### src/core/rcip_pkg.sv
// Purpose: Shared constants and types for reset, bus-phase clock and interrupt pin logic
// Assumes: One core clock at 25 MHz standing in for the oscillator input
// Notes: Register offsets are word indices on the plain register port
package rcip_pkg;
	localparam int ADDR_W = 4;
	localparam int DATA_W = 8;
	// Register offsets
	localparam logic [3:0] OFS_CTRL = 4'h0;
	localparam logic [3:0] OFS_STATUS = 4'h1;
	localparam logic [3:0] OFS_MASK = 4'h2;
	localparam logic [3:0] OFS_STATE = 4'h3;
	// Control field positions
	localparam int CTRL_EDGE = 0;
	localparam int CTRL_CLK_OFF = 1;
	localparam int CTRL_STOP = 2;
	localparam int CTRL_SINGLE = 3;
	localparam logic [7:0] CTRL_RESET = 8'h00;
	// Status / mask field positions
	localparam int EV_IRQ = 0;
	localparam int EV_INT_RST = 1;
	localparam int EV_EXT_RST = 2;
	localparam int EV_FAIL = 3;
	localparam int EV_N = 4;
	localparam logic [3:0] MASK_RESET = 4'h0;
	// Bus-phase clock: oscillator divided by four
	localparam int PHASE_DIV = 4;
	localparam int CLASSIFY_E_CYCLES = 2;
	localparam int CLASSIFY_CYCLES = PHASE_DIV * CLASSIFY_E_CYCLES;
	// Failure pulse stretch on the reset pin, in core cycles
	localparam int FAIL_DRIVE_CYCLES = 4;
	localparam int HIST_DEPTH = 4;

	typedef enum logic [1:0] {
		RST_RUN,
		RST_HOLD,
		RST_DRIVE,
		RST_CLASSIFY
	} rst_state_t;

	typedef struct packed {
		logic [ADDR_W-1:0] addr;
		logic [DATA_W-1:0] wdata;
		logic wr;
		logic rd;
	} reg_req_t;
endpackage

### src/core/reset_clock_irq_pin_logic.sv
// Function
// - External low on reset pin resets all internal logic to startup state; here it asserts core_rst and clears ctrl, status and mask keep their values
// - Watchdog or clock monitor failure pulls reset pin low, open drain
// - Pin high within two bus-phase cycles means internal reset, else external
// - Bus-phase clock runs at one quarter of oscillator rate
// - Low phase is internal processing, high phase is data access
// - Stop mode halts all clocks including bus-phase output
// - Single-chip modes allow disabling bus-phase clock output pin
// - Fixed-clock variant keeps bus-phase output on, ignores disable
// - Interrupt input takes async requests, edge or level by config bit
// - Every reset returns interrupt input to level-sensitive mode
//
// Purpose: Reset pin, reset classification, bus-phase clock and interrupt input logic
// Assumes: Pins synchronous to core_clk except where synchronisers are shown
// Notes: Registers on a plain strobe port; read data one cycle after read strobe
//
// The plain strobed port and the register offsets are this design's own decisions.
`timescale 1ns/1ps
`default_nettype none
module reset_clock_irq_pin_logic #(
	parameter bit FIXED_CLK_VARIANT = 1'b0
) (
	input wire logic core_clk,
	input wire logic sys_rst,
	input wire logic clk_en,
	input wire logic reset_pin_in,
	output logic reset_pin_out,
	output logic reset_pin_oe,
	input wire logic watchdog_monitor_fail,
	input wire logic clock_monitor_fail,
	input wire logic irq_n_in,
	input wire logic irq_ack,
	input wire rcip_pkg::reg_req_t reg_req,
	output logic [rcip_pkg::DATA_W-1:0] reg_rdata,
	output logic core_rst,
	output logic phase_clk,
	output logic phase_clk_pin,
	output logic access_phase,
	output logic irq_req,
	output logic int_out
);
	import rcip_pkg::*;

	logic rst_sync1;
	logic rst_sync2;
	logic irq_sync1;
	logic irq_sync2;
	logic irq_prev;
	logic edge_pend;
	rst_state_t rst_state;
	rst_state_t next_rst_state;
	logic [3:0] rst_cnt;
	logic [3:0] next_rst_cnt;
	logic [7:0] ctrl;
	logic [EV_N-1:0] status;
	logic [EV_N-1:0] mask;
	logic [1:0] div_cnt;
	logic [1:0] hist_wp;
	logic [1:0] hist_rd;
	logic last_internal;

	// Register decode
	wire wr_ctrl = reg_req.wr && reg_req.addr == OFS_CTRL;
	wire wr_status = reg_req.wr && reg_req.addr == OFS_STATUS;
	wire wr_mask = reg_req.wr && reg_req.addr == OFS_MASK;
	wire rd_any = reg_req.rd;
	wire in_reset = rst_state != RST_RUN;
	wire fail = watchdog_monitor_fail || clock_monitor_fail;
	wire edge_mode = ctrl[CTRL_EDGE];
	wire stopped = ctrl[CTRL_STOP];
	// Disable honoured only in single-chip mode and not on the fixed variant
	wire clk_off = ctrl[CTRL_CLK_OFF] && ctrl[CTRL_SINGLE] && !FIXED_CLK_VARIANT;
	wire fall_seen = irq_prev && !irq_sync2;
	wire irq_level = !irq_sync2;
	wire next_irq = edge_mode ? (edge_pend || fall_seen) : irq_level;
	wire classify_done = rst_state == RST_CLASSIFY &&
		(rst_sync2 || rst_cnt == 4'(CLASSIFY_CYCLES));
	wire ev_int_rst = rst_state == RST_CLASSIFY && rst_sync2;
	wire ev_ext_rst = classify_done && !rst_sync2;
	wire ev_irq = next_irq && !irq_req;
	wire ev_fail = fail && rst_state == RST_RUN;
	wire [EV_N-1:0] ev = {ev_fail, ev_ext_rst, ev_int_rst, ev_irq};
	wire [EV_N-1:0] next_status = (status & ~(wr_status ? reg_req.wdata[EV_N-1:0] : '0)) | ev;
	wire next_int = |(next_status & mask);
	wire [1:0] next_div = div_cnt + 2'h1;
	wire next_phase = div_cnt[1];

	// Read mux
	logic [7:0] rd_mux;
	always_comb begin
		unique case (reg_req.addr)
			OFS_CTRL: rd_mux = ctrl;
			OFS_STATUS: rd_mux = {4'h0, status};
			OFS_MASK: rd_mux = {4'h0, mask};
			OFS_STATE: rd_mux = {3'h0, last_internal, hist_rd, rst_sync2, in_reset};
			default: rd_mux = 8'h00;
		endcase
	end

	// Reset sequencer: hold, drive on failure, then classify pin release
	always_comb begin
		next_rst_state = rst_state;
		next_rst_cnt = rst_cnt;
		unique case (rst_state)
			RST_RUN: begin
				if (fail) begin
					next_rst_state = RST_DRIVE;
					next_rst_cnt = 4'h0;
				end else if (!rst_sync2) begin
					next_rst_state = RST_HOLD;
				end
			end
			RST_DRIVE: begin
				next_rst_cnt = rst_cnt + 4'h1;
				if (rst_cnt == 4'(FAIL_DRIVE_CYCLES - 1)) begin
					next_rst_state = RST_CLASSIFY;
					next_rst_cnt = 4'h0;
				end
			end
			RST_HOLD: begin
				// Only a sampled high releases reset
				if (rst_sync2) begin
					next_rst_state = RST_RUN;
				end
			end
			RST_CLASSIFY: begin
				next_rst_cnt = rst_cnt + 4'h1;
				if (rst_sync2) begin
					next_rst_state = RST_RUN;
				end else if (classify_done) begin
					next_rst_state = RST_HOLD;
				end
			end
		endcase
	end

	// Two-stage synchronisers for the pins
	always_ff @(posedge core_clk) begin
		if (sys_rst) begin
			rst_sync1 <= 1'b0;
			rst_sync2 <= 1'b0;
			irq_sync1 <= 1'b1;
			irq_sync2 <= 1'b1;
		end else if (clk_en) begin
			rst_sync1 <= reset_pin_in;
			rst_sync2 <= rst_sync1;
			irq_sync1 <= irq_n_in;
			irq_sync2 <= irq_sync1;
		end
	end

	// Reset state and pin driver
	always_ff @(posedge core_clk) begin
		if (sys_rst) begin
			rst_state <= RST_HOLD;
			rst_cnt <= 4'h0;
			reset_pin_oe <= 1'b0;
			reset_pin_out <= 1'b0;
			core_rst <= 1'b1;
		end else if (clk_en) begin
			rst_state <= next_rst_state;
			rst_cnt <= next_rst_cnt;
			reset_pin_oe <= next_rst_state == RST_DRIVE;
			reset_pin_out <= 1'b0;
			core_rst <= next_rst_state != RST_RUN;
		end
	end

	// Control: any reset returns the input to level mode; frozen with the enable low
	always_ff @(posedge core_clk) begin
		if (sys_rst) begin
			ctrl <= CTRL_RESET;
		end else if (clk_en) begin
			if (in_reset) begin
				ctrl <= CTRL_RESET;
			end else if (wr_ctrl) begin
				ctrl <= reg_req.wdata;
			end
		end
	end

	// Interrupt input tracking; edge latch holds until acknowledged
	always_ff @(posedge core_clk) begin
		if (sys_rst) begin
			irq_prev <= 1'b1;
			edge_pend <= 1'b0;
			irq_req <= 1'b0;
		end else if (clk_en) begin
			irq_prev <= irq_sync2;
			// A new edge in the ack cycle is kept
			edge_pend <= edge_mode && (fall_seen || (edge_pend && !irq_ack));
			irq_req <= next_irq && !in_reset;
		end
	end

	// Sticky status, mask, interrupt line
	always_ff @(posedge core_clk) begin
		if (sys_rst) begin
			status <= '0;
			mask <= MASK_RESET;
			int_out <= 1'b0;
		end else if (clk_en) begin
			status <= next_status;
			if (wr_mask) begin
				mask <= reg_req.wdata[EV_N-1:0];
			end
			int_out <= next_int;
		end
	end

	// Divide by four; frozen in stop mode, pin gated when disabled
	always_ff @(posedge core_clk) begin
		if (sys_rst) begin
			div_cnt <= 2'h0;
			phase_clk <= 1'b0;
			phase_clk_pin <= 1'b0;
			access_phase <= 1'b0;
		end else if (clk_en && !stopped) begin
			div_cnt <= next_div;
			phase_clk <= next_phase;
			phase_clk_pin <= next_phase && !clk_off;
			access_phase <= next_phase;
		end
	end

	// Read data, reset cause memory pointer
	always_ff @(posedge core_clk) begin
		if (sys_rst) begin
			reg_rdata <= 8'h00;
			hist_wp <= 2'h0;
			last_internal <= 1'b0;
		end else if (clk_en) begin
			reg_rdata <= rd_any ? rd_mux : 8'h00;
			if (ev_int_rst || ev_ext_rst) begin
				hist_wp <= hist_wp + 2'h1;
				last_internal <= ev_int_rst;
			end
		end
	end

	// Last four reset causes; bit0 internal, bit1 valid
	rcip_hist_mem u_hist (
		.core_clk(core_clk),
		.sys_rst(sys_rst),
		.clk_en(clk_en),
		.wr_en(ev_int_rst || ev_ext_rst),
		.wr_addr(hist_wp),
		.wr_data({1'b1, ev_int_rst}),
		.rd_addr(hist_wp - 2'h1),
		.rd_data(hist_rd)
	);
endmodule
`default_nettype wire

### src/core/rcip_hist_mem.sv
// Purpose: Small record of the last reset causes, registered read port
// Assumes: Single clock, one write per cycle at most
// Notes: Data out comes from a flip-flop
`timescale 1ns/1ps
`default_nettype none
module rcip_hist_mem (
	input wire logic core_clk,
	input wire logic sys_rst,
	input wire logic clk_en,
	input wire logic wr_en,
	input wire logic [1:0] wr_addr,
	input wire logic [1:0] wr_data,
	input wire logic [1:0] rd_addr,
	output logic [1:0] rd_data
);
	logic [1:0] mem [4];

	// Storage and registered read
	always_ff @(posedge core_clk) begin
		if (sys_rst) begin
			rd_data <= 2'h0;
		end else if (clk_en) begin
			if (wr_en) begin
				mem[wr_addr] <= wr_data;
			end
			rd_data <= mem[rd_addr];
		end
	end
endmodule
`default_nettype wire

### config.mk
export PLATFORM = sky130hd
export DESIGN_NAME = reset_clock_irq_pin_logic
export DESIGN_NICKNAME = d
export VERILOG_FILES = /design/src/core/rcip_pkg.sv /design/src/core/reset_clock_irq_pin_logic.sv /design/src/core/rcip_hist_mem.sv
export SDC_FILE = /design/constraint.sdc
export NUM_CORES = 1
export LEC_CHECK = 0
export BUFFER_PORTS_ARGS = -buffer_cell sky130_fd_sc_hd__buf_2
export CAP_MARGIN = 20
export CORE_MARGIN = 8
export CORE_UTILIZATION = 52
export CTS_CLUSTER_DIAMETER = 40
export CTS_CLUSTER_SIZE = 20
export DETAILED_ROUTE_END_ITERATION = 8
export PLACE_DENSITY = 0.76
export SYNTH_ARGS = -nofsm -noshare
export SYNTH_HDL_FRONTEND = slang
export SYNTH_HIERARCHICAL = 1
export SYNTH_SLANG_ARGS = --single-unit
### constraint.sdc
create_clock -name core_clk -period 2.2 [get_ports core_clk]
set_clock_uncertainty 0.05 [all_clocks]
set_input_delay 0.33 -clock core_clk [delete_from_list [all_inputs] [get_ports core_clk]]
set_output_delay 0.33 -clock core_clk [all_outputs]
set_load 0.01 [all_outputs]
==> flow_metrics.py, run 1 <==
metrics = {
    "run_status": {
        "status": "complete, no violations",
    },
    "global_routing": {
        "grt_max_degree": 24,
        "gr-usage-all-layers_pct": 16.3,
        "grt_pass1_wl_mm": 9.72,
        "grt_antenna_before_repair": 0,
        "globalRouteOverflowTotal": 0,
        "grt_pass1_vias": 2169,
    },
    "clock_network": {
        "clkLatencyLatePin_ns": 0.33,
        "cts_post_setup_buffers_inserted": 0,
        "cts_root_buffer": "sky130_fd_sc_hd__clkbuf_8",
        "htree_num_levels": 3,
        "tritoncts": "yes",
        "cts_max_path_buffers": 2,
        "cts_hold_repair.buffers": 0,
        "worst_setup_hold_path_clk_slew_ns": 0.06,
        "postCtsResizedCells": 0,
        "numCtsBuffers": 9,
        "total_number_of_clock_tree_sinks": 57,
    },
    "sta": {
        "whs_ns": 0.165,
        "setup_viol": 0,
        "layout_min_cycle_time_ns": 1.87,
        "maxSlewViolCount": 0,
        "max_slew_margin_pct": 63.6,
        "final_hold_viol_count": 0,
        "maxClockFrequency_ghz": 0.535,
        "post-route-period-util_pct": 84.9,
        "worst-slew-pin-transition_ns": 0.547,
        "tns_ns": 0,
        "rsz0062_at_grt": "false",
    },
    "yosys": {
        "synthesis.instances": 281,
        "yosys.area_share.adder_pct": 0.955,
        "ys_top_cells_by_area": "sky130_fd_sc_hd__dfxtp_1 (37%), sky130_fd_sc_hd__edfxtp_1 (9.2%), sky130_fd_sc_hd__mux2i_1 (5.7%)",
        "yosys.area.top_type": "sky130_fd_sc_hd__dfxtp_1",
        "synthesized_cell_area_um2": 2620,
        "yosys.area_share.xor_xnor_pct": 2.34,
        "synth_ff_type": "sky130_fd_sc_hd__dfxtp_1",
        "yosys_warnings": 6,
        "compound_gate_fraction_of_synth_area_pct": 15.7,
        "yosys.area_share.simple_pct": 19.3,
        "distinct_cells_synth": 53,
        "synth_top_family_by_area": "simple AND/OR/NAND/NOR gates",
        "synth-async-reset-ratio_pct": 0,
        "synth.ff_latch_count": 57,
        "synthMuxAreaShare_pct": 9.17,
        "syn-mean-instance-area_um2": 9.32,
        "synth_top_area_share_pct": 37.4,
        "synth-seq-area-share_pct": 46.6,
        "synth_common_cells": "sky130_fd_sc_hd__dfxtp_1 (49), sky130_fd_sc_hd__nor2_1 (33), sky130_fd_sc_hd__nand2_1 (30)",
        "post-synth-top-count-cell": "sky130_fd_sc_hd__dfxtp_1",
        "synth_enable_flop_cells": 8,
    },
    "route": {
        "routed_via_density": 5.56,
        "via_count": 2178,
        "drt-wirelength-per-cell_um": 14.7,
        "remaining_drc_errors": 0,
        "drt-initial-drc-count": 136,
        "detailedRoute.firstPassIterationCount": 4,
        "routed_wl_mm": 5.75,
        "postRouteAntennaNets": 0,
    },
    "placed_design": {
        "detailed_place_hpwl_mm": 4.20,
        "dpl_cell_area_um2": 2830,
        "post-place-cells": 376,
        "io_buffers": 36,
        "gp_congestion": 0.829,
    },
    "setup_path": {
        "cp_common_cell": "sky130_fd_sc_hd__nor2_1",
        "worst_setup_path_end_kind": "flip-flop",
        "cp_cell_sequence": "inv_1 > ha_1 > and3b_1 > nor2_1 > nor2_1 > nand2_1 > nor4_1",
        "critical_path.startpoint_type": "flip-flop",
        "max_stage_delay_ns": 0.39,
        "cp.arrival_ns": 1.79,
        "timing.reg2reg.setup_slack_ns": 0.33,
        "criticalPathCategory": "reg2reg",
        "worstPathRequired_ns": 2.12,
        "timing.critical_path.fanout_max": 4,
        "critPathSlowestCell": "sky130_fd_sc_hd__nor4_1",
    },
    "power": {
        "vdd.ir_drop.worst_mv": 0.340,
        "power.static_leakage_uw": 0.00120,
        "p_per_area_nw_per_um2": 699,
        "power_total_uw": 2100,
    },
    "finish": {
        "final_area_um2": 3010,
        "area_growth_syn_to_layout_pct": 14.8,
        "layout-drive-gt1-share_pct": 20.8,
        "fin_cells": 392,
        "antennaDiodeCount": 0,
        "fin_nets": 341,
    },
    "die": {
        "std_cell_rows": 26,
        "num_io_pins": 38,
        "start_util_pct": 52.6,
        "core_area_um2": 4980,
        "fp.dieW_um": 87.0,
        "chipHeight_um": 87.0,
        "design.die.area_um2": 7570,
    },
    "min_path": {
        "hp-class": "in2reg",
    },
    "job": {
        "maxCapViolations": 0,
    },
}
[critical path, delay by kind of cell, from the launching register on]
| family | cells | cell delay, ns |
|---|---|---|
| adder cells (fa/ha/maj) | 1 | 0.14 |
| AND/OR/NAND/NOR | 5 | 0.91 |
| buffers and inverters | 1 | 0.09 |
| flip-flops | 1 | 0.32 |
[cell families after synthesis]
| family | after synthesis |
|---|---|
| simple gates | 100 |
| compound gates | 63 |
| flops | 57 |
| buf+inv | 31 |
| mux | 19 |
| xor+xnor | 7 |
| fa+ha+maj | 2 |
| other cells | 2 |
[flip-flops by register name, summed over array words and instances (netlist names), 2 cells and up]
signal and cells:
ctrl 8, div_cnt 2, hist_wp 2, mask 4, reg_rdata 8, rst_cnt 4
rst_state 2, status 4, u_hist/mem 8, u_hist/rd_data 2
[path summary, 6_finish.rpt]
check                                         to  depth (start not counted)          from
worst max-delay path            u_hist/mem[2][1]                          7    rst_cnt[0]
worst min-delay path                   irq_sync1                          3      irq_n_in
worst max register to register  u_hist/mem[2][1]                          7    rst_cnt[0]
worst min register to register      reg_rdata[4]                          2  reg_rdata[4]
[cell type report]
type | count | area [um2]
clock buffer | 13 | 159
fill | 453 | 1970
sequential | 57 | 1220
multi-input combinational | 196 | 1260
clock inverter | 3 | 15.0
timing repair buffer | 41 | 218
inverter | 12 | 45.0
tap | 70 | 87.6
[cells in the final DEF, fill, tap and decap left out, types with 3 or more instances in the layout]
master | Yosys | final
sky130_fd_sc_hd__dfxtp_1 | 49 | 49
sky130_fd_sc_hd__buf_2 | 4 | 36
sky130_fd_sc_hd__nor2_1 | 33 | 33
sky130_fd_sc_hd__nand2_1 | 30 | 30
sky130_fd_sc_hd__a21oi_1 | 18 | 18
sky130_fd_sc_hd__o21ai_0 | 17 | 17
sky130_fd_sc_hd__mux2i_1 | 15 | 15
sky130_fd_sc_hd__inv_1 | 12 | 12
sky130_fd_sc_hd__clkbuf_8 | 0 | 11
sky130_fd_sc_hd__a22oi_1 | 8 | 8
sky130_fd_sc_hd__edfxtp_1 | 8 | 8
sky130_fd_sc_hd__and3_1 | 5 | 5
sky130_fd_sc_hd__conb_1 | 2 | 5
sky130_fd_sc_hd__buf_4 | 3 | 5
sky130_fd_sc_hd__xnor2_1 | 4 | 4
sky130_fd_sc_hd__nor2b_1 | 4 | 4
sky130_fd_sc_hd__nand4_1 | 4 | 4
sky130_fd_sc_hd__mux4_2 | 4 | 4
sky130_fd_sc_hd__o211ai_1 | 3 | 3
sky130_fd_sc_hd__xor2_1 | 3 | 3
sky130_fd_sc_hd__nand3_1 | 3 | 3
sky130_fd_sc_hd__clkinv_2 | 0 | 3
[power by group]
group / switching (uW) / internal, uW
registers: 17.9 / 1070
logic: 94.3 / 64.5
clock network: 389 / 464
total: 501 / 1600
[layer usage]
layer,vias to the layer above,share of wire (%),track usage [%]
li1,1062,-,-
met1,1054,44,18.5
met2,53,48,26.6
met3,9,6.4,4.91
met4,0,1.7,9.08
met5,-,0,0
[stage by stage]
step	util (%)	setup slack, ns
6_report	60.4	0.331
3_5_place_dp	56.9	0.357
4_1_cts	60.4	0.346
2_1_floorplan	-	0.591
3_3_place_gp	56.9	0.476
5_1_grt	60.4	0.209
No activity file was read; power rests on OpenSTA's default activity.
==> run 2: changes to the inputs <==
==> constraint.sdc (replaced) <==
create_clock -name core_clk -period 1.8 [get_ports core_clk]
set_clock_uncertainty 0.05 [all_clocks]
set_input_delay 0.27 -clock core_clk [delete_from_list [all_inputs] [get_ports core_clk]]
set_output_delay 0.27 -clock core_clk [all_outputs]
set_load 0.01 [all_outputs]
==> flow_metrics.py, run 2 (same netlist as run 1, synthesis figures left out) <==
metrics = {
    "setup_path": {
        "cp.arrival_ns": 1.69,
        "worst_setup_path_end_kind": "flip-flop",
        "critical_path.reg2reg.startpoint": "rst_cnt[0]",
        "critPathSlowestCell": "sky130_fd_sc_hd__dfxtp_1",
        "critical_path.reg2reg.endpoint": "u_hist/mem[2][1]",
        "criticalPathCategory": "reg2reg",
        "ff2ff_path_depth": 7,
        "timing.reg2reg.setup_slack_ns": 0.08,
        "max_stage_delay_ns": 0.33,
        "cp_cell_sequence": "inv_2 > ha_1 > and3b_2 > nor2_1 > nor2_2 > nand2_2 > nor4_4",
        "worstPathRequired_ns": 1.77,
        "timing.critical_path.fanout_max": 4,
        "critical_path.startpoint_type": "flip-flop",
    },
    "finish": {
        "fin_nets": 346,
        "biggestRegsByFlops": "ctrl x8, reg_rdata x8, u_hist/mem x8",
        "final_cell_mix": "sky130_fd_sc_hd__dfxtp_1 (49), sky130_fd_sc_hd__buf_2 (36), sky130_fd_sc_hd__nor2_1 (32)",
        "fin_cells": 396,
        "layout-drive-gt1-share_pct": 24.2,
        "mostFrequentLayoutCell": "sky130_fd_sc_hd__dfxtp_1",
        "antennaDiodeCount": 0,
        "area_growth_syn_to_layout_pct": 17.5,
    },
    "placed_design": {
        "post-place-cells": 380,
        "gp_congestion": 0.821,
        "io_buffers": 36,
        "detailed_place_hpwl_mm": 4.10,
    },
    "route": {
        "routed_wl_mm": 5.75,
        "via_count": 2150,
        "routed_via_density": 5.43,
        "detailedRoute.firstPassIterationCount": 4,
        "drt-initial-drc-count": 172,
        "remaining_drc_errors": 0,
        "drt-wirelength-per-cell_um": 14.5,
        "postRouteAntennaNets": 0,
    },
    "die": {
        "chipHeight_um": 87.0,
        "core_area_um2": 4980,
        "std_cell_rows": 26,
        "design.die.area_um2": 7570,
        "start_util_pct": 52.6,
        "num_io_pins": 38,
        "fp.dieW_um": 87.0,
    },
    "sta": {
        "post-route-period-util_pct": 95.8,
        "maxClockFrequency_ghz": 0.580,
        "setup_viol": 0,
        "layout_min_cycle_time_ns": 1.72,
        "maxSlewViolCount": 0,
        "final_hold_viol_count": 0,
    },
    "clock_network": {
        "numCtsBuffers": 9,
        "worst_setup_hold_path_clk_slew_ns": 0.06,
        "cts_hold_repair.buffers": 0,
        "cts_root_buffer": "sky130_fd_sc_hd__clkbuf_8",
        "cts_max_path_buffers": 2,
        "htree_num_levels": 3,
        "total_number_of_clock_tree_sinks": 57,
        "clkLatencyLatePin_ns": 0.33,
        "tritoncts": "yes",
    },
    "global_routing": {
        "gr-usage-all-layers_pct": 16.5,
        "grt_pass1_wl_mm": 9.94,
        "grt_antenna_before_repair": 0,
        "globalRouteOverflowTotal": 0,
        "grt_max_degree": 30,
        "grt_pass1_vias": 2104,
    },
    "min_path": {
        "hp-class": "in2reg",
        "min_from": "irq_n_in",
        "worst_hold_depth": 3,
        "min_delay_worst_endpoint": "irq_sync1",
    },
    "job": {
        "maxCapViolations": 0,
    },
    "power": {
        "power.static_leakage_uw": 0.00123,
        "vdd.ir_drop.worst_mv": 0.488,
        "power_total_uw": 2600,
        "p_per_area_nw_per_um2": 845,
    },
    "run_status": {
        "status": "complete, no violations",
    },
}
-- run 2: worst max path at each step --
stage,from,end,slack (ns),depth (start not counted)
after floorplan,rst_cnt[0],u_hist/mem[0][0],0.19,7
after global placement,rst_cnt[0],u_hist/mem[2][1],0.09,7
after detailed placement,rst_cnt[0],u_hist/mem[2][1],0.005,7
after CTS,rst_cnt[0],u_hist/mem[2][0],-0.003,7
after global routing,rst_cnt[0],u_hist/mem[2][1],-0.03,7
final,rst_cnt[0],u_hist/mem[2][1],0.08,7
-- run 2: cell type report --
cell class              count  area [um2]
fillers                   433        1900
multi-input cells         196        1290
flip-flops and latches     57        1220
repair buffers             46         255
clock buffers              12         165
well taps                  70        87.6
inverters                  12        45.0
clock inverters             3        15.0
-- run 2: where the power goes --
part | internal [uW] | switching (uW) | total, uW
logic | 83.0 | 117 | 200
clock network | 597 | 473 | 1070
registers | 1310 | 22.4 | 1330
-- run 2: per-stage QoR --
stage	setup TNS [ns]	setup slack (ns)	hold WS (ns)	area [um2]	utilization (%)
3_5_place_dp	0	0.00462	0.406	2860	57.5
3_3_place_gp	0	0.0923	0.398	2860	57.5
2_1_floorplan	0	0.191	0.348	2630	-
6_report	0	0.0752	0.116	3080	61.9
4_1_cts	-0.00599	-0.00300	0.105	3040	61.2
5_1_grt	-0.0516	-0.0258	0.105	3080	61.9
-- run 2: what timing repair did --
item                                    4_1_cts  5_1_grt
endpoints found under the setup margin        2       10
setup buffers                                 0        1
resized for setup                             0        8
pin swaps                                     0        3
-- run 2: metal layers --
metal / GRT usage, % / vias up / part of all wire (%)
met2: 25.7 / 56 / 46
met4: 5.63 / 0 / 1.0
met5: 0 / - / 0
li1: - / 1066 / -
met1: 20.2 / 1022 / 45
met3: 6.51 / 6 / 7.6
-- run 2: worst max-delay path, delay by kind of cell, from the launching register on --
family	cells	cell delay [ns]
fa+ha+maj	1	0.14
simple gates	5	0.82
buf+inv	1	0.07
flops	1	0.33
==> run 3: changes to the inputs <==
--- a/config.mk
+++ b/config.mk
@@ -5,7 +5,7 @@
 export SDC_FILE = /design/constraint.sdc
 export NUM_CORES = 1
 export LEC_CHECK = 0
-export BUFFER_PORTS_ARGS = -buffer_cell sky130_fd_sc_hd__buf_2
+export BUFFER_PORTS_ARGS = -buffer_cell sky130_fd_sc_hd__buf_4
 export CAP_MARGIN = 20
 export CORE_MARGIN = 8
 export CORE_UTILIZATION = 52
==> constraint.sdc (replaced) <==
create_clock -name core_clk -period 1.8 [get_ports core_clk]
set_clock_uncertainty 0.05 [all_clocks]
set_input_delay 0.36 -clock core_clk [delete_from_list [all_inputs] [get_ports core_clk]]
set_output_delay 0.36 -clock core_clk [all_outputs]
set_load 0.01 [all_outputs]
==> flow_metrics.py, run 3 (same netlist as run 1, synthesis figures left out) <==
metrics = {
    "setup_path": {
        "ff2ff_path_depth": 7,
        "worstPathRequired_ns": 1.79,
        "timing.critical_path.fanout_max": 4,
        "criticalPathCategory": "reg2reg",
        "critical_path.startpoint_type": "flip-flop",
        "cp.arrival_ns": 1.69,
        "worst_setup_path_end_kind": "flip-flop",
    },
    "clock_network": {
        "htree_num_levels": 3,
        "clkLatencyLatePin_ns": 0.33,
        "total_number_of_clock_tree_sinks": 57,
        "numCtsBuffers": 9,
        "worst_setup_hold_path_clk_slew_ns": 0.06,
        "tritoncts": "yes",
        "cts_max_path_buffers": 2,
        "cts_root_buffer": "sky130_fd_sc_hd__clkbuf_8",
    },
    "global_routing": {
        "gr-usage-met1_pct": 17.8,
        "grt_pass1_vias": 2215,
        "grt_max_degree": 26,
        "gr-usage-all-layers_pct": 16.6,
        "global_route.peak_usage_layer": "met2",
        "grt_pass1_wl_mm": 9.85,
        "grtUsageMet3_pct": 5.57,
        "globalRouteOverflowTotal": 0,
        "grt_antenna_before_repair": 0,
        "grt_use_met2_pct": 28.3,
    },
    "placed_design": {
        "dp_worst_setup_slack_ns": -0.0303,
        "gp_congestion": 0.829,
        "post-place-cells": 382,
        "detailed_place_hpwl_mm": 4.34,
        "io_buffers": 36,
    },
    "finish": {
        "biggestRegsByFlops": "ctrl x8, reg_rdata x8, u_hist/mem x8",
        "layout-drive-gt1-share_pct": 26.1,
        "fin_cells": 399,
        "fin_nets": 348,
        "mostFrequentLayoutCell": "sky130_fd_sc_hd__buf_4",
        "antennaDiodeCount": 0,
        "final_cell_mix": "sky130_fd_sc_hd__buf_4 (48), sky130_fd_sc_hd__dfxtp_1 (47), sky130_fd_sc_hd__nor2_1 (31)",
        "area_growth_syn_to_layout_pct": 23.0,
    },
    "power": {
        "vdd.ir_drop.worst_mv": 0.440,
        "power_frac_comb_pct": 8.4,
        "switching_share_pct": 23.2,
        "intPower_uw": 2060,
        "p_seq_share_pct": 49.7,
        "p_per_area_nw_per_um2": 833,
        "clk_pwr_share_pct": 41.9,
        "net-switching-power_uw": 622,
        "power.static_leakage_uw": 0.00127,
    },
    "die": {
        "std_cell_rows": 26,
        "fp.dieW_um": 87.0,
        "start_util_pct": 52.6,
        "core_area_um2": 4980,
        "design.die.area_um2": 7570,
        "num_io_pins": 38,
        "chipHeight_um": 87.0,
    },
    "sta": {
        "tns_ns": 0,
        "maxSlewViolCount": 0,
        "final_hold_viol_count": 0,
        "setup_viol": 0,
        "post-route-period-util_pct": 94.5,
        "layout_min_cycle_time_ns": 1.70,
        "maxClockFrequency_ghz": 0.588,
        "worst_case_setup_margin_in_the_final_layout_ns": 0.0982,
    },
    "min_path": {
        "worst_hold_depth": 3,
        "hp-class": "in2reg",
    },
    "route": {
        "detailedRoute.firstPassIterationCount": 4,
        "routed_via_density": 5.44,
        "via_count": 2171,
        "remaining_drc_errors": 0,
        "postRouteAntennaNets": 0,
        "drt-wirelength-per-cell_um": 15.3,
        "drt-initial-drc-count": 167,
        "routed_wl_mm": 6.09,
    },
    "run_status": {
        "status": "complete, no violations",
    },
    "job": {
        "maxCapViolations": 0,
    },
}
[run 3: cell count changes in the layout (fill, tap and decap cells not counted), sizes merged]
cell	change
clkinv	-1
clkbuf	+2
buf	+2
[run 3: power by group through the flow]
stage / Combinational, uW / Sequential (uW) / Clock [uW]
4_1_cts: 220 / 1330 / 1150
5_1_grt: 247 / 1330 / 1220
3_3_place_gp: 216 / 1360 / 0
3_5_place_dp: 219 / 1360 / 0
2_1_floorplan: 134 / 1350 / 0
6_report: 227 / 1330 / 1120
[run 3: layout make-up]
class | instances | area (um2)
fill | 421 | 1750
multi-input combinational | 196 | 1310
sequential | 57 | 1220
timing repair buffer | 48 | 360
clock buffer | 14 | 183
tap | 70 | 87.6
inverter | 12 | 45.0
clock inverter | 2 | 10.0
[run 3: stage by stage]
step	instance area [um2]	hold slack (ns)	total power (uW)	util, %
after floorplan	2630	0.382	1490	-
final	3220	0.204	2680	64.8
after global routing	3220	0.190	2800	64.8
after detailed placement	2970	0.410	1580	59.7
after global placement	2970	0.400	1570	59.7
after CTS	3160	0.187	2700	63.5
[run 3: path summary, 6_finish.rpt]
path	from	endpoint	slack, ns
hold reg to reg	reg_rdata[4]	reg_rdata[4]	0.42
setup / recovery	rst_cnt[0]	u_hist/mem[3][0]	0.1
hold / removal	irq_n_in	irq_sync1	0.20
setup reg to reg	rst_cnt[0]	u_hist/mem[3][0]	0.1
[run 3: worst max-delay path, stage by stage (launching register included)]
cell and delay, ns:
sky130_fd_sc_hd__dfxtp_2 0.33, sky130_fd_sc_hd__inv_2 0.08, sky130_fd_sc_hd__ha_4 0.13, sky130_fd_sc_hd__and3b_2 0.22
sky130_fd_sc_hd__nor2_1 0.05, sky130_fd_sc_hd__nor2_1 0.18, sky130_fd_sc_hd__nand4b_1 0.18, sky130_fd_sc_hd__nor2_2 0.20
[run 3: repair_timing]
item	4_1_cts	5_1_grt
pin swaps	0	2
buffers inserted	0	1
gates resized for setup	0	14
hold buffers	0	0
endpoints found under the setup margin	4	8
[run 3: layer usage]
| layer | wire length, um | share of wire, % |
|---|---|---|
| met1 | 2680 | 44 |
| met4 | 87 | 1.4 |
| met5 | 0 | 0 |
| met2 | 2980 | 49 |
| met3 | 344 | 5.6 |
